**src/include/adccc_defs.vh**
```
// Purpose: Constants for the converter configuration and timing control block.
// Assumes: APB byte addresses, one 32-bit word per register.
// Notes: Register offsets here are local choices.
`ifndef ADCCC_DEFS_VH
`define ADCCC_DEFS_VH

`define ADCCC_OFF_REFPIN 12'h000
`define ADCCC_OFF_FMTACQ 12'h004
`define ADCCC_OFF_CTRL 12'h008
`define ADCCC_OFF_RESULT 12'h00C
`define ADCCC_OFF_STATUS 12'h010
`define ADCCC_OFF_MASK 12'h014

`define ADCCC_REFPIN_WMASK 8'h3F
`define ADCCC_FMTACQ_WMASK 8'hBF
`define ADCCC_FMTACQ_RESET 8'h00
`define ADCCC_PCFG_FUSE1 4'h0
`define ADCCC_PCFG_FUSE0 4'h7

`define ADCCC_BIT_NEGREF 5
`define ADCCC_BIT_POSREF 4
`define ADCCC_BIT_JUSTIFY 7
`define ADCCC_ACQ_LSB 3
`define ADCCC_CLK_LSB 0

`define ADCCC_CTRL_ENABLE 0
`define ADCCC_CTRL_START 1

`define ADCCC_NUM_INPUTS 13
`define ADCCC_CONV_TADS 5'd13
`define ADCCC_SETTLE_TADS 5'd2
`define ADCCC_INSTR_CYCLE_CLKS 8'd4
`define ADCCC_RC_DIV 8'd8

`endif

```
**src/hw/adccc_tad_gen.v**
```verilog
// Purpose: Produce one enable pulse per converter clock period.
// Assumes: Single clock pclk, asynchronous active-low reset.
// Notes: The RC path is modelled as a fixed divider started after one instruction cycle.
`timescale 1ns/1ps
`default_nettype none
`include "adccc_defs.vh"

module adccc_tad_gen
(
	input wire pclk,
	input wire presetn,
	input wire run,
	input wire [2:0] clk_sel,
	output reg tad_pulse
);

	reg [6:0] div_q;
	reg [7:0] rc_wait_q;
	reg [6:0] limit;
	wire use_rc;
	wire hold;

	// The RC divider limit is formed at full width and trimmed on purpose.
	localparam [7:0] RC_LIMIT = `ADCCC_RC_DIV - 8'd1;

	assign use_rc = (clk_sel[1:0] == 2'b11);

	always @*
	begin
		case (clk_sel)
			3'b000: limit = 7'd1;
			3'b100: limit = 7'd3;
			3'b001: limit = 7'd7;
			3'b101: limit = 7'd15;
			3'b010: limit = 7'd31;
			3'b110: limit = 7'd63;
			default: limit = RC_LIMIT[6:0];
		endcase
	end

	// RC clock waits one instruction cycle before its first period begins.
	assign hold = use_rc && (rc_wait_q != 8'd0);

	always @(posedge pclk or negedge presetn)
	begin
		if (!presetn)
		begin
			div_q <= 7'd0;
			rc_wait_q <= 8'd0;
			tad_pulse <= 1'b0;
		end
		else if (!run)
		begin
			div_q <= 7'd0;
			rc_wait_q <= `ADCCC_INSTR_CYCLE_CLKS;
			tad_pulse <= 1'b0;
		end
		else if (hold)
		begin
			rc_wait_q <= rc_wait_q - 8'd1;
			tad_pulse <= 1'b0;
		end
		else if (div_q >= limit)
		begin
			div_q <= 7'd0;
			tad_pulse <= 1'b1;
		end
		else
		begin
			div_q <= div_q + 7'd1;
			tad_pulse <= 1'b0;
		end
	end

endmodule
`default_nettype wire

```
**src/hw/adccc_top.v**
```verilog
// Purpose: Configuration, timing and sequencing of a 12-bit converter, reached over APB.
// Assumes: Analog front end returns a 12-bit sample on sample_data when asked.
// Notes: Reference and pin routing leave as registered control outputs.
// Operation
// - Bit 5 picks negative reference pin or ground.
// - Bit 4 picks positive reference pin or supply.
// - Pin field sets analog/digital map from top.
// - Fuse chooses pin field reset 0000 or 0111.
// - Inputs 5-7 exist only on large variants.
// - Acquisition field picks 0 to 20 periods.
// - Upper clock codes: RC, /64, /16, /4.
// - Start waits programmed acquisition before converting.
// - Done loads result, clears start, flags.
// - RC clock starts after one instruction cycle.
//
// Local design decisions: the placing of the registers and the APB interface to the registers.
`timescale 1ns/1ps
`default_nettype none
`include "adccc_defs.vh"

module adccc_top
#(
	parameter LARGE_VARIANT = 1
)
(
	input wire pclk,
	input wire presetn,
	input wire psel,
	input wire penable,
	input wire pwrite,
	input wire [11:0] paddr,
	input wire [31:0] pwdata,
	output reg [31:0] prdata,
	output reg pready,
	output reg pslverr,
	input wire portb_analog_default_fuse,
	input wire [11:0] sample_data,
	output reg neg_reference_select,
	output reg pos_reference_select,
	output reg [12:0] analog_pin_en,
	output reg sample_hold,
	output reg irq
);

	localparam ST_IDLE = 2'd0;
	localparam ST_ACQ = 2'd1;
	localparam ST_CONV = 2'd2;
	localparam ST_SETTLE = 2'd3;

	reg [7:0] refpin_q;
	reg [7:0] fmtacq_q;
	reg enable_q;
	reg start_q;
	reg [15:0] result_q;
	reg done_flag_q;
	reg mask_q;
	reg [1:0] state_q;
	reg [4:0] cnt_q;
	reg fuse_loaded_q;
	reg [4:0] acq_tads;
	wire [12:0] pin_map;
	reg [31:0] rdata;
	reg addr_ok;
	wire tad_pulse;
	wire wr_en;
	wire rd_en;
	wire done_evt;
	wire [3:0] pin_analog_config;

	assign pin_analog_config = refpin_q[3:0];
	assign wr_en = psel && penable && pwrite && pready;
	assign rd_en = psel && !penable && !pwrite;
	assign done_evt = (state_q == ST_CONV) && tad_pulse && (cnt_q == 5'd0);

	always @*
	begin
		case (fmtacq_q[`ADCCC_ACQ_LSB +: 3])
			3'b111: acq_tads = 5'd20;
			3'b110: acq_tads = 5'd16;
			3'b101: acq_tads = 5'd12;
			3'b100: acq_tads = 5'd8;
			3'b011: acq_tads = 5'd6;
			3'b010: acq_tads = 5'd4;
			3'b001: acq_tads = 5'd2;
			default: acq_tads = 5'd0;
		endcase
	end

	// Codes 0000-0010 are all analog; each higher code turns one more pin digital.
	genvar gi;
	generate
		for (gi = 0; gi < `ADCCC_NUM_INPUTS; gi = gi + 1)
		begin : g_pin
			// Input n stays analog while the code is below 15 - n.
			localparam integer FIRST_DIGITAL_CODE = 15 - gi;
			if (!LARGE_VARIANT && gi >= 5 && gi <= 7)
			begin : g_absent
				assign pin_map[gi] = 1'b0;
			end
			else
			begin : g_present
				assign pin_map[gi] = {28'h000_0000, pin_analog_config} < FIRST_DIGITAL_CODE;
			end
		end
	endgenerate

	adccc_tad_gen u_tad
	(
		.pclk(pclk),
		.presetn(presetn),
		.run(state_q != ST_IDLE),
		.clk_sel(fmtacq_q[`ADCCC_CLK_LSB +: 3]),
		.tad_pulse(tad_pulse)
	);

	always @*
	begin
		addr_ok = 1'b1;
		rdata = 32'h0000_0000;
		case (paddr)
			`ADCCC_OFF_REFPIN: rdata = {24'h00_0000, refpin_q & `ADCCC_REFPIN_WMASK};
			`ADCCC_OFF_FMTACQ: rdata = {24'h00_0000, fmtacq_q & `ADCCC_FMTACQ_WMASK};
			`ADCCC_OFF_CTRL: rdata = {30'h0000_0000, start_q, enable_q};
			`ADCCC_OFF_RESULT: rdata = {16'h0000, result_q};
			`ADCCC_OFF_STATUS: rdata = {31'h0000_0000, done_flag_q};
			`ADCCC_OFF_MASK: rdata = {31'h0000_0000, mask_q};
			default: addr_ok = 1'b0;
		endcase
	end

	// Bus answers with a one-cycle access phase; read data are latched in setup.
	always @(posedge pclk or negedge presetn)
	begin
		if (!presetn)
		begin
			prdata <= 32'h0000_0000;
			pready <= 1'b0;
			pslverr <= 1'b0;
		end
		else
		begin
			pready <= psel && !penable;
			pslverr <= psel && !penable && !addr_ok;
			if (rd_en)
				prdata <= rdata;
			else if (psel && !penable)
				prdata <= 32'h0000_0000;
		end
	end

	// The fuse is sampled by a clocked load after reset release, never inside the reset.
	always @(posedge pclk or negedge presetn)
	begin
		if (!presetn)
		begin
			refpin_q <= 8'h00;
			fuse_loaded_q <= 1'b0;
			fmtacq_q <= `ADCCC_FMTACQ_RESET;
			mask_q <= 1'b0;
		end
		else
		begin
			if (!fuse_loaded_q)
			begin
				fuse_loaded_q <= 1'b1;
				refpin_q[3:0] <= portb_analog_default_fuse ? `ADCCC_PCFG_FUSE1
					: `ADCCC_PCFG_FUSE0;
			end
			else if (wr_en && paddr == `ADCCC_OFF_REFPIN)
				refpin_q <= pwdata[7:0] & `ADCCC_REFPIN_WMASK;
			if (wr_en && paddr == `ADCCC_OFF_FMTACQ)
				fmtacq_q <= pwdata[7:0] & `ADCCC_FMTACQ_WMASK;
			if (wr_en && paddr == `ADCCC_OFF_MASK)
				mask_q <= pwdata[0];
		end
	end

	// Conversion sequencer: acquisition, thirteen bit periods, then two settle periods.
	always @(posedge pclk or negedge presetn)
	begin
		if (!presetn)
		begin
			state_q <= ST_IDLE;
			cnt_q <= 5'd0;
			enable_q <= 1'b0;
			start_q <= 1'b0;
			result_q <= 16'h0000;
			sample_hold <= 1'b0;
		end
		else
		begin
			if (wr_en && paddr == `ADCCC_OFF_CTRL)
			begin
				enable_q <= pwdata[`ADCCC_CTRL_ENABLE];
				if (pwdata[`ADCCC_CTRL_START] && pwdata[`ADCCC_CTRL_ENABLE] && state_q == ST_IDLE)
				begin
					start_q <= 1'b1;
					state_q <= ST_ACQ;
					cnt_q <= acq_tads;
				end
			end
			case (state_q)
				ST_ACQ:
				begin
					// Leaving on the last period's pulse keeps the wait exactly N periods.
					if (cnt_q == 5'd0 || (tad_pulse && cnt_q == 5'd1))
					begin
						state_q <= ST_CONV;
						cnt_q <= `ADCCC_CONV_TADS - 5'd1;
						sample_hold <= 1'b1;
					end
					else if (tad_pulse)
						cnt_q <= cnt_q - 5'd1;
				end
				ST_CONV:
				begin
					if (done_evt)
					begin
						result_q <= fmtacq_q[`ADCCC_BIT_JUSTIFY] ? {4'h0, sample_data}
							: {sample_data, 4'h0};
						start_q <= 1'b0;
						sample_hold <= 1'b0;
						state_q <= ST_SETTLE;
						cnt_q <= `ADCCC_SETTLE_TADS;
					end
					else if (tad_pulse)
						cnt_q <= cnt_q - 5'd1;
				end
				ST_SETTLE:
				begin
					if (cnt_q == 5'd0)
						state_q <= ST_IDLE;
					else if (tad_pulse)
						cnt_q <= cnt_q - 5'd1;
				end
				default:
				begin
					sample_hold <= 1'b0;
				end
			endcase
			if (!enable_q && state_q != ST_IDLE && !(wr_en && paddr == `ADCCC_OFF_CTRL))
			begin
				state_q <= ST_IDLE;
				start_q <= 1'b0;
				sample_hold <= 1'b0;
			end
		end
	end

	// Set wins over a same-cycle write-one-to-clear.
	always @(posedge pclk or negedge presetn)
	begin
		if (!presetn)
		begin
			done_flag_q <= 1'b0;
			irq <= 1'b0;
			neg_reference_select <= 1'b0;
			pos_reference_select <= 1'b0;
			analog_pin_en <= 13'h0000;
		end
		else
		begin
			if (done_evt)
				done_flag_q <= 1'b1;
			else if (wr_en && paddr == `ADCCC_OFF_STATUS && pwdata[0])
				done_flag_q <= 1'b0;
			irq <= (done_flag_q || done_evt) && mask_q;
			neg_reference_select <= refpin_q[`ADCCC_BIT_NEGREF];
			pos_reference_select <= refpin_q[`ADCCC_BIT_POSREF];
			analog_pin_en <= pin_map;
		end
	end

endmodule
`default_nettype wire

```
**config.mk**
```make
export PLATFORM = sky130hd
export DESIGN_NAME = adccc_top
export DESIGN_NICKNAME = d
export VERILOG_FILES = /design/src/hw/adccc_tad_gen.v /design/src/hw/adccc_top.v
export VERILOG_INCLUDE_DIRS = /design/src /design/src/include
export SDC_FILE = /design/constraint.sdc
export NUM_CORES = 1
export LEC_CHECK = 0
export BUFFER_PORTS_ARGS = -buffer_cell sky130_fd_sc_hd__buf_2
export CORE_AREA = 8 8 116 86
export DETAILED_ROUTE_END_ITERATION = 8
export DIE_AREA = 0 0 124 94
export PLACE_DENSITY = 0.84
export RECOVER_POWER = 100
export SLEW_MARGIN = 25
export SYNTH_ARGS = -nofsm -noshare
export SYNTH_HDL_FRONTEND = slang
export SYNTH_SLANG_ARGS = --single-unit
```
**constraint.sdc**
```tcl
create_clock -name pclk -period 3.25 [get_ports pclk]
set_input_delay 0.65 -clock pclk [delete_from_list [all_inputs] [get_ports pclk]]
set_output_delay 0.65 -clock pclk [all_outputs]
set_load 0.01 [all_outputs]
```
==> After elaboration in Yosys (flattened, before gate mapping) <==
Cells that the tools add are included.
W data, S select, Z words.
{ "totals": {"regBits": 108, "elab_cells": 149} }
{ "op_classes": {"n_reduce_logical": 40, "eq_ne": 27, "n_lt_le_gt_ge": 14, "muxes": 43, "addsub": 3} }
{ "op_table": {"columns": ["cell", "n"], "rows": [
  ["$pmux W16 S6", 1],
  ["$mux W32", 2],
  ["$pmux W5 S7", 1],
  ["$lt A4 B4 Y1 const B", 8],
  ["$mux W5", 6],
  ["$pmux W6 S5", 1],
  ["$eq A12 B4 Y1 const B", 2],
  ["$eq A12 B5 Y1 const B", 2],
  ["$eq A3 B3 Y1 const B", 7],
  ["$logic_and A1 B1 Y1", 21],
  ["$mux W7", 3],
  ["$lt A4 B3 Y1 const B", 4],
  ["$mux W16", 1],
  ["$mux W8", 2],
  ["$pmux W5 S3", 1],
  ["$mux W1", 14],
  ["$eq A12 B3 Y1 const B", 1],
  ["$logic_not A12 Y1", 1],
  ["$mux W2", 6],
  ["$eq A3 B2 Y1 const B", 3],
  ["$mux W4", 2],
  ["$reduce_bool A8 Y1", 1],
  ["$sub A8 B1 Y8 const B", 1],
  ["$add A7 B1 Y7 const B", 1],
  ["23 further kinds", 35]
]} }

==> Depth between registers and ports, before layout <==
Gate-level depths: netlist of run 1.
{ "depth": {"word_depth": 8, "ltp_mapped": 9, "mapped_depth_nobuf": 8} }

==> Cells and area by module <==
A second synthesis of run 1 with hierarchy kept.
{ "hier_totals": {"cells_unflattened": 452, "area_unflattened_um2": 4659.5} }
{ "by_module_without_submodules": {"columns": ["mod", "instances", "area_each_um2", "seq_area_each_um2", "cells_per_inst"], "rows": [
  ["adccc_top", 1, 3616.0, 1901.8, 339],
  ["adccc_tad_gen", 1, 1043.5, 400.4, 113]
]} }

==> Worst setup path before layout of run 1 <==
OpenSTA, ideal clock, no wires.
{ "synth_timing": {"path_type": "input port to flip-flop", "startpoint": "input port paddr[3]", "endpoint": "register cnt_q[2]", "arrival_ps": 2206, "stages": 6, "setup_time_ps": 126, "path_slack_ps": 919, "path_buffers": 1, "path_cell_list": "buf_4 > nor3b_1 > nand4_1 > nor3_2 > mux2_2 > a221o_1"} }
{ "synth_via": {"elab_chain_len": 6, "word_cells_on_any_way": 8, "cone_classes": "eq/ne (1); mux (6); reduce/logical (1)"} }
{ "synth_lines": {"columns": ["element", "line", "source"], "rows": [
  ["start, declared", "adccc_top.v:31", "input wire [11:0] paddr,"],
  ["$eq A12 B4 Y1 (*)", null, null],
  ["$logic_and A1 B1 Y1 (no source line) (*)", null, null],
  ["$mux W5 (*)", "adccc_top.v:192", "if (wr_en && paddr == `ADCCC_OFF_CTRL)"],
  ["$mux W5", "adccc_top.v:212, adccc_top.v:226, adccc_top.v:233", null],
  ["$mux W5, on equally long branches", "adccc_top.v:231, adccc_top.v:206, adccc_top.v:217", null],
  ["$pmux W5 S3 (*)", "adccc_top.v:202", "case (state_q)"],
  ["end signal, assigned", "adccc_top.v:213", "cnt_q <= cnt_q - 5'd1;"],
  ["end signal, assigned", "adccc_top.v:227", "cnt_q <= cnt_q - 5'd1;"],
  ["end signal, assigned", "adccc_top.v:234", "cnt_q <= cnt_q - 5'd1;"],
  ["end, declared", "adccc_top.v:58", "reg [4:0] cnt_q;"]
]} }
Mark *: on every way between the ends. The rest lies on a longest branch, timed or not.
A chain may end at the register's enable or synchronous reset.

==> Final worst setup path of run 1 <==
{ "layout_timing": {"startpoint": "register state_q[1]", "endpoint": "register cnt_q[3]"} }
{ "layout_via": {"elab_chain_len": 7, "word_cells_on_any_way": 14, "cone_classes": "eq/ne (3); mux (7); reduce/logical (4)"} }
{ "layout_lines": {"columns": ["element", "line", "source"], "rows": [
  ["start, declared", "adccc_top.v:57", "reg [1:0] state_q;"],
  ["start signal, assigned", "adccc_top.v:183", "state_q <= ST_IDLE;"],
  ["start signal, assigned", "adccc_top.v:198", "state_q <= ST_ACQ;"],
  ["start signal, assigned", "adccc_top.v:208", "state_q <= ST_CONV;"],
  ["$logic_not A2 Y1", "adccc_top.v:195", "if (pwdata[`ADCCC_CTRL_START] && pwdata[`ADCCC_CTRL_ENABLE] && state_q == ST_IDLE)"],
  ["$logic_and A1 B1 Y1", "adccc_top.v:195", null],
  ["$mux W5", "adccc_top.v:195", null],
  ["$mux W5", "adccc_top.v:192", null],
  ["$mux W5", "adccc_top.v:212, adccc_top.v:226, adccc_top.v:233", null],
  ["$mux W5, on equally long branches", "adccc_top.v:231, adccc_top.v:206, adccc_top.v:217", null],
  ["$pmux W5 S3 (*)", "adccc_top.v:202", null]
]} }
Marks and branches as above.

==> flow_metrics.tcl, run 1 <==
set metrics [dict create \
    outcome "finished clean" \
    numCtsBuffers 9 \
    endpoint_kind "flop" \
    hold_viol 0 \
    grt.total_usage_pct 18.4 \
    htree_levels 3 \
    netlist_instances 438 \
    finalSetupViolCount 0 \
    totalWireLength_um 10900 \
    synth.top_cells.by_count "92 x dfrtp_1, 51 x nand2_1, 32 x o21ai_0" \
    utilization_pct 62.8 \
    async_reset_ff_share_pct 100 \
    peakVddDrop_uv 268 \
    rows 28 \
    synthToLayoutAreaGrowth_pct 11.9 \
    cts_tree "built" \
    yosysTopAreaCellShare_pct 50.0 \
    relSlewSlack_pct 14.0 \
    setup.worst_path.start_class "flop" \
    path_clk_slew_ns 0.06 \
    cts_setup_buffers 0 \
    cts_hold_buf 0 \
    die_area_sq_um 11700 \
    fin_setup_tns_ns 0 \
    cap_violations 0 \
    portBuffers 71 \
    first_pass_iters 5 \
    drtIter0Drc 250 \
    grt_max_degree 53 \
    detail-route-antenna-nets 0 \
    synthXorXnorAreaFrac_pct 2.28 \
    cts_root_buffer "clkbuf_16" \
    drc 0 \
    yosysMostFrequentCell "dfrtp_1" \
    synth_fa_ha_area_share_pct 2.99 \
    ys.flop_type "dfrtp_1" \
    vias_per_cell 5.77 \
    core_region_area_sq_um 8200 \
    grt_pass1_vias 3411 \
    cts_resized 0 \
    overflow 0 \
    skew_ns 0.00475 \
    die_x_um 124 \
    slowest_delay_ns 0.65 \
    cellPowerDensity_nw_per_um2 451 \
    path_class "reg2reg" \
    clock_sinks 92 \
    fin_crit_sh_pct 85.5 \
    arrival_ns 3.00 \
    synthTopCellsByArea "dfrtp_1 50%, mux2_2 5.1%, nand2_1 4.2%" \
    fin_crit_ns 2.78 \
    avgSynthCellArea_sq_um 10.5 \
    layout-drive-gt1-share_pct 15.7 \
    antenna_found_initial 0 \
    synth_compound_area_share_pct 12.4 \
    nets 576 \
    synth_edf_count 0 \
    synth_area_leader_cell "dfrtp_1" \
    start_util_pct 56.2 \
    seq_area_frac_synth_pct 50.0 \
    vias 3540 \
    grt_pass1_wl_um 16900 \
    rsz0062_at_grt "false" \
    ios 113 \
    insertion_delay_ns 0.34 \
    synth-simple-area-share_pct 17.8 \
    netlist_area_sq_um 4600 \
    ys_types 57 \
    fmax_mhz 360 \
    power_leakage_nw 2.26 \
    post_drt_wl_per_cell_um 17.7 \
    synth_top_family_by_area "simple AND/OR/NAND/NOR gates" \
    yosys_warnings 0 \
    dpl.hpwl_um 7650 \
    critPathSlowestCell "nor3_1" \
    gp_congestion 0.890 \
    path_cells "nor2_1 > clkbuf_2 > nand4_1 > nor3_1 > mux2_2 > a221o_1" \
    worstMarginPinSlew_ns 1.28 \
    hp-class "reg2reg" \
    clock_path_buffers 2 \
    n_antenna_cell 0 \
    die-height_um 94 \
    cp.required_ns 3.47 \
    synth_seq_cells 92 \
    synthMuxAreaShare_pct 8.45 \
    worstPathMaxFanout 17 \
    drv_slew 0 \
]
[layout make-up]
| cell class | count | area, sq um |
|---|---|---|
| multi-input cells | 314 | 2040 |
| clock buffers | 11 | 243 |
| fillers | 669 | 3050 |
| flip-flops and latches | 92 | 2300 |
| well taps | 105 | 131 |
| clock inverters | 5 | 61.3 |
| repair buffers | 78 | 340 |
| inverters | 8 | 30.0 |
[worst paths after layout]
| kind | start | to | slack, ns | cells past startpoint |
|---|---|---|---|---|
| min in group asynchronous | presetn | u_tad.rc_wait_q[5] | 0.58 | 1 |
| max in group asynchronous | presetn | prdata[10] | 1.02 | 2 |
| worst min-delay path | refpin_q[5] | neg_reference_select | 0.40 | 0 |
| worst min register to register | refpin_q[5] | neg_reference_select | 0.40 | 0 |
| worst max register to register | state_q[1] | cnt_q[3] | 0.47 | 6 |
| worst max-delay path | state_q[1] | cnt_q[3] | 0.47 | 6 |
[worst max-delay path: cells and delay by family, from the launching register on]
| family | cells | cell delay (ns) |
|---|---|---|
| simple gates | 3 | 1.03 |
| flops | 1 | 0.52 |
| compound gates | 1 | 0.35 |
| mux | 1 | 0.41 |
| buf+inv | 1 | 0.36 |
[sequential cells by signal, summed over array words and instances, names as in the netlist, 2 cells and up]
register	count
prdata	16
result_q	16
analog_pin_en	13
u_tad.rc_wait_q	8
fmtacq_q	7
u_tad.div_q	7
refpin_q	6
cnt_q	5
state_q	2
[power breakdown]
| part | switching [mW] | leakage, nW | internal [mW] |
|---|---|---|---|
| logic | 0.0773 | 1.00 | 0.0363 |
| clock network | 0.426 | 0.138 | 0.618 |
| registers | 0.0118 | 1.11 | 1.16 |
| total | 0.515 | 2.26 | 1.81 |
[per-stage QoR]
step           total power, mW  instances  setup slack, ns  cell area, sq um  hold slack (ns)
6_report                  2.33        613            0.470              5150            0.402
3_5_place_dp              1.31        597            0.586              4960            0.392
4_1_cts                   2.34        613            0.546              5270            0.364
2_1_floorplan             1.25        453            0.919              4660            0.354
3_3_place_gp              1.30        597            0.653              4960            0.380
5_1_grt                   2.40        613            0.318              5150            0.421
[cell families after synthesis]
| group | count (synthesis) |
|---|---|
| and+or+nand+nor | 150 |
| DFF | 92 |
| AOI/OAI and AO/OA | 89 |
| buffers and inverters | 47 |
| muxes | 35 |
| xor gates and xnor gates | 12 |
| adders and majority gates | 11 |
| other | 2 |
[routing by layer]
metal  track usage, %  wire, um
met1             23.6      4590
met2             29.3      5180
met3             5.05       827
met4             6.81       251
met5                0         0
[placed cells by master (no fill, tap or decap), drive strengths merged, types with 10 or more instances in the layout]
cell type	count
a22o	10
conb	17
nor3	15
nor2	29
buf	34
ha	11
clkbuf	55
nand2	51
mux2i	13
mux2	21
a21oi	19
o21ai	32
dfrtp	92
Power figures use the tool's default switching activity.
==> inputs of run 2 (changes only) <==
--- a/config.mk
+++ b/config.mk
@@ -7,10 +7,11 @@
 export NUM_CORES = 1
 export LEC_CHECK = 0
 export BUFFER_PORTS_ARGS = -buffer_cell sky130_fd_sc_hd__buf_2
-export CORE_AREA = 8 8 116 86
+export CORE_AREA = 8 8 120 89
+export CTS_CLUSTER_DIAMETER = 100
 export DETAILED_ROUTE_END_ITERATION = 8
-export DIE_AREA = 0 0 124 94
-export PLACE_DENSITY = 0.84
+export DIE_AREA = 0 0 128 97
+export PLACE_DENSITY = 0.79
 export RECOVER_POWER = 100
 export SLEW_MARGIN = 25
 export SYNTH_ARGS = -nofsm -noshare
==> constraint.sdc (replaced) <==
create_clock -name pclk -period 3 [get_ports pclk]
set_input_delay 0.6 -clock pclk [delete_from_list [all_inputs] [get_ports pclk]]
set_output_delay 0.6 -clock pclk [all_outputs]
set_load 0.01 [all_outputs]
==> run 2 against run 1 <==
  * Core utilization decreased by 3.9 points
  * Register-to-register slack better by 0.11 ns
  * Sequential share of layout area down 0.19 points
  * Power is 7.7% higher
  * Combinational power rose by 6%
  * Setup slack gained 0.0037 ns
  * Via count decreased by 1.6%
  * Critical path type is now in2reg
  * Largest power group unchanged
==> flow_metrics.tcl, run 2 (synthesized netlist as in run 1, its figures left out) <==
set metrics [dict create \
    ios 113 \
    cellPowerDensity_nw_per_um2 484 \
    fin_crit_sh_pct 84.2 \
    cts_root_buffer "clkbuf_16" \
    die_area_sq_um 12400 \
    power.total_mw 2.51 \
    skew_ns 0.00573 \
    whs_path_depth 0 \
    power_leakage_nw 2.27 \
    vias 3483 \
    n_antenna_cell 0 \
    clock_sinks 92 \
    cts_resized 0 \
    grt.total_usage_pct 17.2 \
    rows 29 \
    numCtsBuffers 9 \
    drv_slew 0 \
    fmax_mhz 396 \
    path_cells "buf_2 > nor3b_1 > nand4_1 > nor3_1 > mux2_2 > a221o_1" \
    dpl.hpwl_um 7670 \
    insertion_delay_ns 0.33 \
    nets 577 \
    cts_hold_buf 0 \
    die_x_um 128 \
    totalWireLength_um 10500 \
    fin_crit_ns 2.53 \
    relSlewSlack_pct 5.31 \
    reg2reg_to "result_q[1]" \
    hold_viol 0 \
    post_drt_wl_per_cell_um 16.6 \
    worstPathMaxFanout 8 \
    hp-class "reg2reg" \
    path_class "in2reg" \
    grt_max_degree 60 \
    cp.required_ns 3.21 \
    drc 0 \
    setup.worst_path.start_class "primary input" \
    overflow 0 \
    final_common_cell "dfrtp_1" \
    cts_setup_buffers 0 \
    reg2regPathDepth 9 \
    detail-route-antenna-nets 0 \
    final_cell_mix "92 x dfrtp_1, 51 x nand2_1, 40 x clkbuf_1" \
    start_util_pct 52.4 \
    path_buf_inv 1 \
    clock_path_buffers 2 \
    fin_setup_tns_ns 0 \
    critPathSlowestCell "nor3_1" \
    crit_family "simple AND/OR/NAND/NOR gates" \
    finalSetupViolCount 0 \
    portBuffers 71 \
    rsz0062_at_grt "false" \
    peakVddDrop_uv 249 \
    antenna_found_initial 0 \
    worstMarginPinSlew_ns 1.42 \
    core_region_area_sq_um 8780 \
    die-height_um 97 \
    first_pass_iters 4 \
    cap_violations 0 \
    rrSetupSlack_ns 0.58 \
    endpoint_kind "flop" \
    hold_end "neg_reference_select" \
    slowest_delay_ns 0.59 \
    hp-start "refpin_q[5]" \
    htree_levels 3 \
    timing.rr.start "cnt_q[1]" \
    layout-drive-gt1-share_pct 16.3 \
    grt_pass1_vias 3518 \
    grt_pass1_wl_um 17500 \
    gp_congestion 0.890 \
    drtIter0Drc 301 \
    outcome "finished clean" \
    path_clk_slew_ns 0.06 \
    synthToLayoutAreaGrowth_pct 12.4 \
    vias_per_cell 5.50 \
    arrival_ns 2.74 \
    top_regs "prdata (16), result_q (16), analog_pin_en (13)" \
    cts_tree "built" \
    n_fill_cell 764 \
]
[run 2: cell count changes in the layout (fill, tap and decap cells not counted), sizes merged]
| cell | before | now |
|---|---|---|
| clkbuf | 55 | 52 |
| buf | 34 | 36 |
| clkinv | 1 | 3 |
| clkinvlp | 3 | 1 |
| inv | 8 | 10 |
[run 2: how the worst max path moves through the flow]
| stage | depth (start not counted) | startpoint | slack, ns | endpoint |
|---|---|---|---|---|
| 3_3_place_gp | 6 | paddr[3] | 0.44 | cnt_q[2] |
| 6_report | 6 | paddr[3] | 0.47 | cnt_q[3] |
| 5_1_grt | 9 | cnt_q[1] | 0.32 | result_q[2] |
| 2_1_floorplan | 6 | paddr[3] | 0.72 | cnt_q[2] |
| 3_5_place_dp | 6 | paddr[3] | 0.34 | cnt_q[3] |
| 4_1_cts | 6 | paddr[3] | 0.69 | cnt_q[3] |
[run 2: metal layers]
| metal | wire [um] | up-vias | share of wire, % | GRT usage (%) |
|---|---|---|---|---|
| met2 | 4850 | 120 | 46 | 27.0 |
| met4 | 139 | 0 | 1.3 | 4.28 |
| met3 | 888 | 13 | 8.5 | 5.43 |
| li1 | - | 1654 | - | - |
| met1 | 4610 | 1696 | 44 | 22.6 |
| met5 | 0 | - | 0 | 0 |
[run 2: cell type report]
cell class / instances / area (sq um) / area share, %
clock buffers: 9 / 225 / 4.35
clock inverters: 7 / 73.8 / 1.43
inverters: 8 / 30.0 / 0.580
multi-input cells: 314 / 2040 / 39.4
flip-flops and latches: 92 / 2300 / 44.5
well taps: 124 / 155 / 3.00
repair buffers: 79 / 350 / 6.77
[run 2: per-stage QoR]
step	instance area [sq um]	hold WS, ns	util [%]	cells	setup slack (ns)
final	5170	0.405	58.9	633	0.474
after global routing	5170	0.420	58.9	633	0.320
after CTS	5310	0.359	60.4	633	0.685
after detailed placement	5010	0.388	57.0	617	0.341
after global placement	5010	0.385	57.0	617	0.445
after floorplan	4660	0.304	-	453	0.719
[run 2: worst reg2reg max path, cell delays in order, from the launching register on]
cell and delay (ns):
dfrtp_1 0.43, inv_1 0.12, ha_1 0.17, nor4b_1 0.31, buf_4 0.23, and2_0 0.22, nand3b_2 0.09, clkbuf_2 0.40
nand2_1 0.20, o21ai_0 0.10
[run 2: report_power, final]
part	leakage (nW)	switching (mW)	internal, mW
combinational	1.01	0.0820	0.0387
sequential	1.11	0.0130	1.25
clock	0.146	0.470	0.650
==> inputs of run 3 (changes only) <==
--- a/config.mk
+++ b/config.mk
@@ -6,12 +6,13 @@
 export SDC_FILE = /design/constraint.sdc
 export NUM_CORES = 1
 export LEC_CHECK = 0
+export ABC_AREA = 1
 export BUFFER_PORTS_ARGS = -buffer_cell sky130_fd_sc_hd__buf_2
-export CORE_AREA = 8 8 120 89
+export CORE_AREA = 8 8 127 94
 export CTS_CLUSTER_DIAMETER = 100
 export DETAILED_ROUTE_END_ITERATION = 8
-export DIE_AREA = 0 0 128 97
-export PLACE_DENSITY = 0.79
+export DIE_AREA = 0 0 135 102
+export PLACE_DENSITY = 0.75
 export RECOVER_POWER = 100
 export SLEW_MARGIN = 25
 export SYNTH_ARGS = -nofsm -noshare
==> constraint.sdc (replaced) <==
create_clock -name pclk -period 2 [get_ports pclk]
set_input_delay 0.4 -clock pclk [delete_from_list [all_inputs] [get_ports pclk]]
set_output_delay 0.4 -clock pclk [all_outputs]
set_load 0.01 [all_outputs]
==> run 3 against run 2 <==
  * Non-clock buffer count is 1 lower
  * Cell count rose by 24%
  * Clock-buffer cell count is 2 higher
  * Synthesized cell count increased by 30%
  * Combinational power grew to 11 times the previous value
  * Sequential share of layout area down 2.0 points
  * Global-route usage shrank 0.38 points
  * Register-to-register slack worse by 0.37 ns
  * Clock skew fell by 0.00076 ns
  * Hold slack got worse by 0.20 ns
==> flow_metrics.tcl, run 3 <==
set metrics [dict create \
    outcome "finished clean" \
    fin_crit_sh_pct 89.7 \
    clock_sinks 92 \
    die-height_um 102 \
    fmax_mhz 558 \
    drtIter0Drc 284 \
    dpl.hpwl_um 8490 \
    yosys_warnings 0 \
    drv_slew 0 \
    post_drt_wl_per_cell_um 14.1 \
    cp_common_cell "o211ai_1" \
    rows 31 \
    grt_max_degree 39 \
    critPathSlowestCell "o21ai_0" \
    portBuffers 71 \
    antenna_found_initial 0 \
    totalWireLength_um 11000 \
    final_cell_mix "131 x nand2_1, 91 x dfrtp_1, 73 x inv_1" \
    peakVddDrop_uv 561 \
    path_clk_slew_ns 0.06 \
    cellPowerDensity_nw_per_um2 1010 \
    seq_area_frac_synth_pct 48.7 \
    worstMarginPinSlew_ns 0.946 \
    final_common_cell "nand2_1" \
    path_cells "inv_1 > ha_1 > nand3_1 > o21ai_0 > o211ai_1 > o211ai_1" \
    synth_edf_count 0 \
    skew_ns 0.00497 \
    die_area_sq_um 13800 \
    place_area_sq_um 5200 \
    finalSetupViolCount 0 \
    cap_violations 0 \
    grt_pass1_vias 3983 \
    power_leakage_nw 2.64 \
    synth_fa_ha_area_share_pct 2.91 \
    insertion_delay_ns 0.34 \
    synthXorXnorAreaFrac_pct 0.926 \
    synth_area_leader_cell "dfrtp_1" \
    drc 0 \
    fin_setup_tns_ns 0 \
    cp.required_ns 2.25 \
    n_fill_cell 931 \
    rsz0062_at_grt "false" \
    path_class "reg2reg" \
    async_reset_ff_share_pct 100 \
    avgSynthCellArea_sq_um 8.31 \
    n_antenna_cell 0 \
    worstPathMaxFanout 5 \
    synthTopCellsByArea "dfrtp_1 49%, nand2_1 10%, inv_1 5.6%" \
    cts_tree "built" \
    fin_area_sq_um 5410 \
    detail-route-antenna-nets 0 \
    netlist_instances 569 \
    relSlewSlack_pct 36.9 \
    gp_congestion 0.922 \
    grt.total_usage_pct 16.8 \
    cts_hold_buf 0 \
    reg2regPathDepth 6 \
    layout-drive-gt1-share_pct 12.7 \
    ys_types 42 \
    ios 113 \
    grt_pass1_wl_um 18700 \
    arrival_ns 2.05 \
    setup.worst_path.start_class "flop" \
    fin_crit_ns 1.79 \
    netlist_area_sq_um 4730 \
    top_regs "prdata (16), result_q (16), analog_pin_en (13)" \
    overflow 0 \
    numCtsBuffers 9 \
    nets 719 \
    start_util_pct 47.3 \
    hp-class "in2async" \
    synth_top_family_by_area "simple AND/OR/NAND/NOR gates" \
    clock_path_buffers 2 \
    htree_levels 3 \
    yosysTopAreaCellShare_pct 48.7 \
    synth.top_cells.by_count "128 x nand2_1, 92 x dfrtp_1, 71 x inv_1" \
    hold_viol 0 \
    synth_compound_area_share_pct 12.3 \
    first_pass_iters 4 \
    die_x_um 135 \
    endpoint_kind "flop" \
    cts_root_buffer "clkbuf_16" \
    core_region_area_sq_um 10000 \
    slowest_delay_ns 0.52 \
    synth-simple-area-share_pct 24.8 \
    synth_seq_cells 92 \
    vias_per_cell 5.11 \
    vias 4005 \
    synthMuxAreaShare_pct 0 \
    ys.flop_type "dfrtp_1" \
    yosysMostFrequentCell "nand2_1" \
    synthToLayoutAreaGrowth_pct 14.4 \
]
-- run 3: per-layer routing --
| metal | global-route usage, % | vias to the layer above | share of wire, % |
|---|---|---|---|
| li1 | - | 1976 | - |
| met1 | 23.4 | 1908 | 49 |
| met5 | 0 | - | 0 |
| met2 | 24.5 | 106 | 43 |
| met4 | 5.78 | 0 | 1.6 |
| met3 | 4.86 | 15 | 7.2 |
-- run 3: cells by family after synthesis --
kind of cell	after synthesis
AND/OR/NAND/NOR	256
buffers and inverters	108
AO/OA/AOI/OAI	95
flip-flops	92
adder cells (fa/ha/maj)	11
XOR/XNOR	5
other	2
-- run 3: final timing paths --
| check | startpoint | to | slack (ns) |
|---|---|---|---|
| min in group pclk | penable | pready | 0.26 |
| max | cnt_q[1] | cnt_q[3] | 0.21 |
| min | presetn | analog_pin_en[1] | 0.20 |
| min reg2reg | refpin_q[4] | pos_reference_select | 0.43 |
| max reg2reg | cnt_q[1] | cnt_q[3] | 0.21 |
| max in group asynchronous | presetn | u_tad.div_q[1] | 0.36 |
-- run 3: cell type report --
type | instances | area (sq um) | area share, %
Timing Repair Buffer | 78 | 347 | 6.40
Clock inverter | 5 | 83.8 | 1.55
Tap cell | 132 | 165 | 3.05
Sequential cell | 92 | 2300 | 42.5
Inverter | 81 | 308 | 5.69
Multi-Input combinational cell | 384 | 1960 | 36.3
Clock buffer | 11 | 243 | 4.48
-- run 3: power by group --
part           switching [mW]  internal (mW)  leakage, nW
registers               0.194           2.13         1.12
clock network           0.702           1.13        0.152
logic                   0.834          0.463         1.37
-- run 3: through the flow --
step	hold slack (ns)	setup WS, ns	power (mW)	cells	utilization (%)
2_1_floorplan	0.104	0.329	3.30	584	-
3_3_place_gp	0.394	0.174	3.61	767	51.9
3_5_place_dp	0.404	0.165	3.67	767	51.9
4_1_cts	0.0387	0.148	5.52	783	55.2
5_1_grt	0.264	0.00939	5.84	783	54.1
6_report	0.202	0.206	5.46	783	54.1
-- run 3: critical path: cells and delay by family, from the launching register on --
kind                       cells  cell delay [ns]
AOI/OAI and AO/OA              3             0.82
buffers and inverters          1             0.14
DFF                            1             0.40
adders and majority gates      1             0.19
and+or+nand+nor                1             0.17
-- run 3: repair_timing --
action,in CTS,in global routing
resized for setup,0,4
setup endpoints to repair,0,9
buffers inserted,0,0
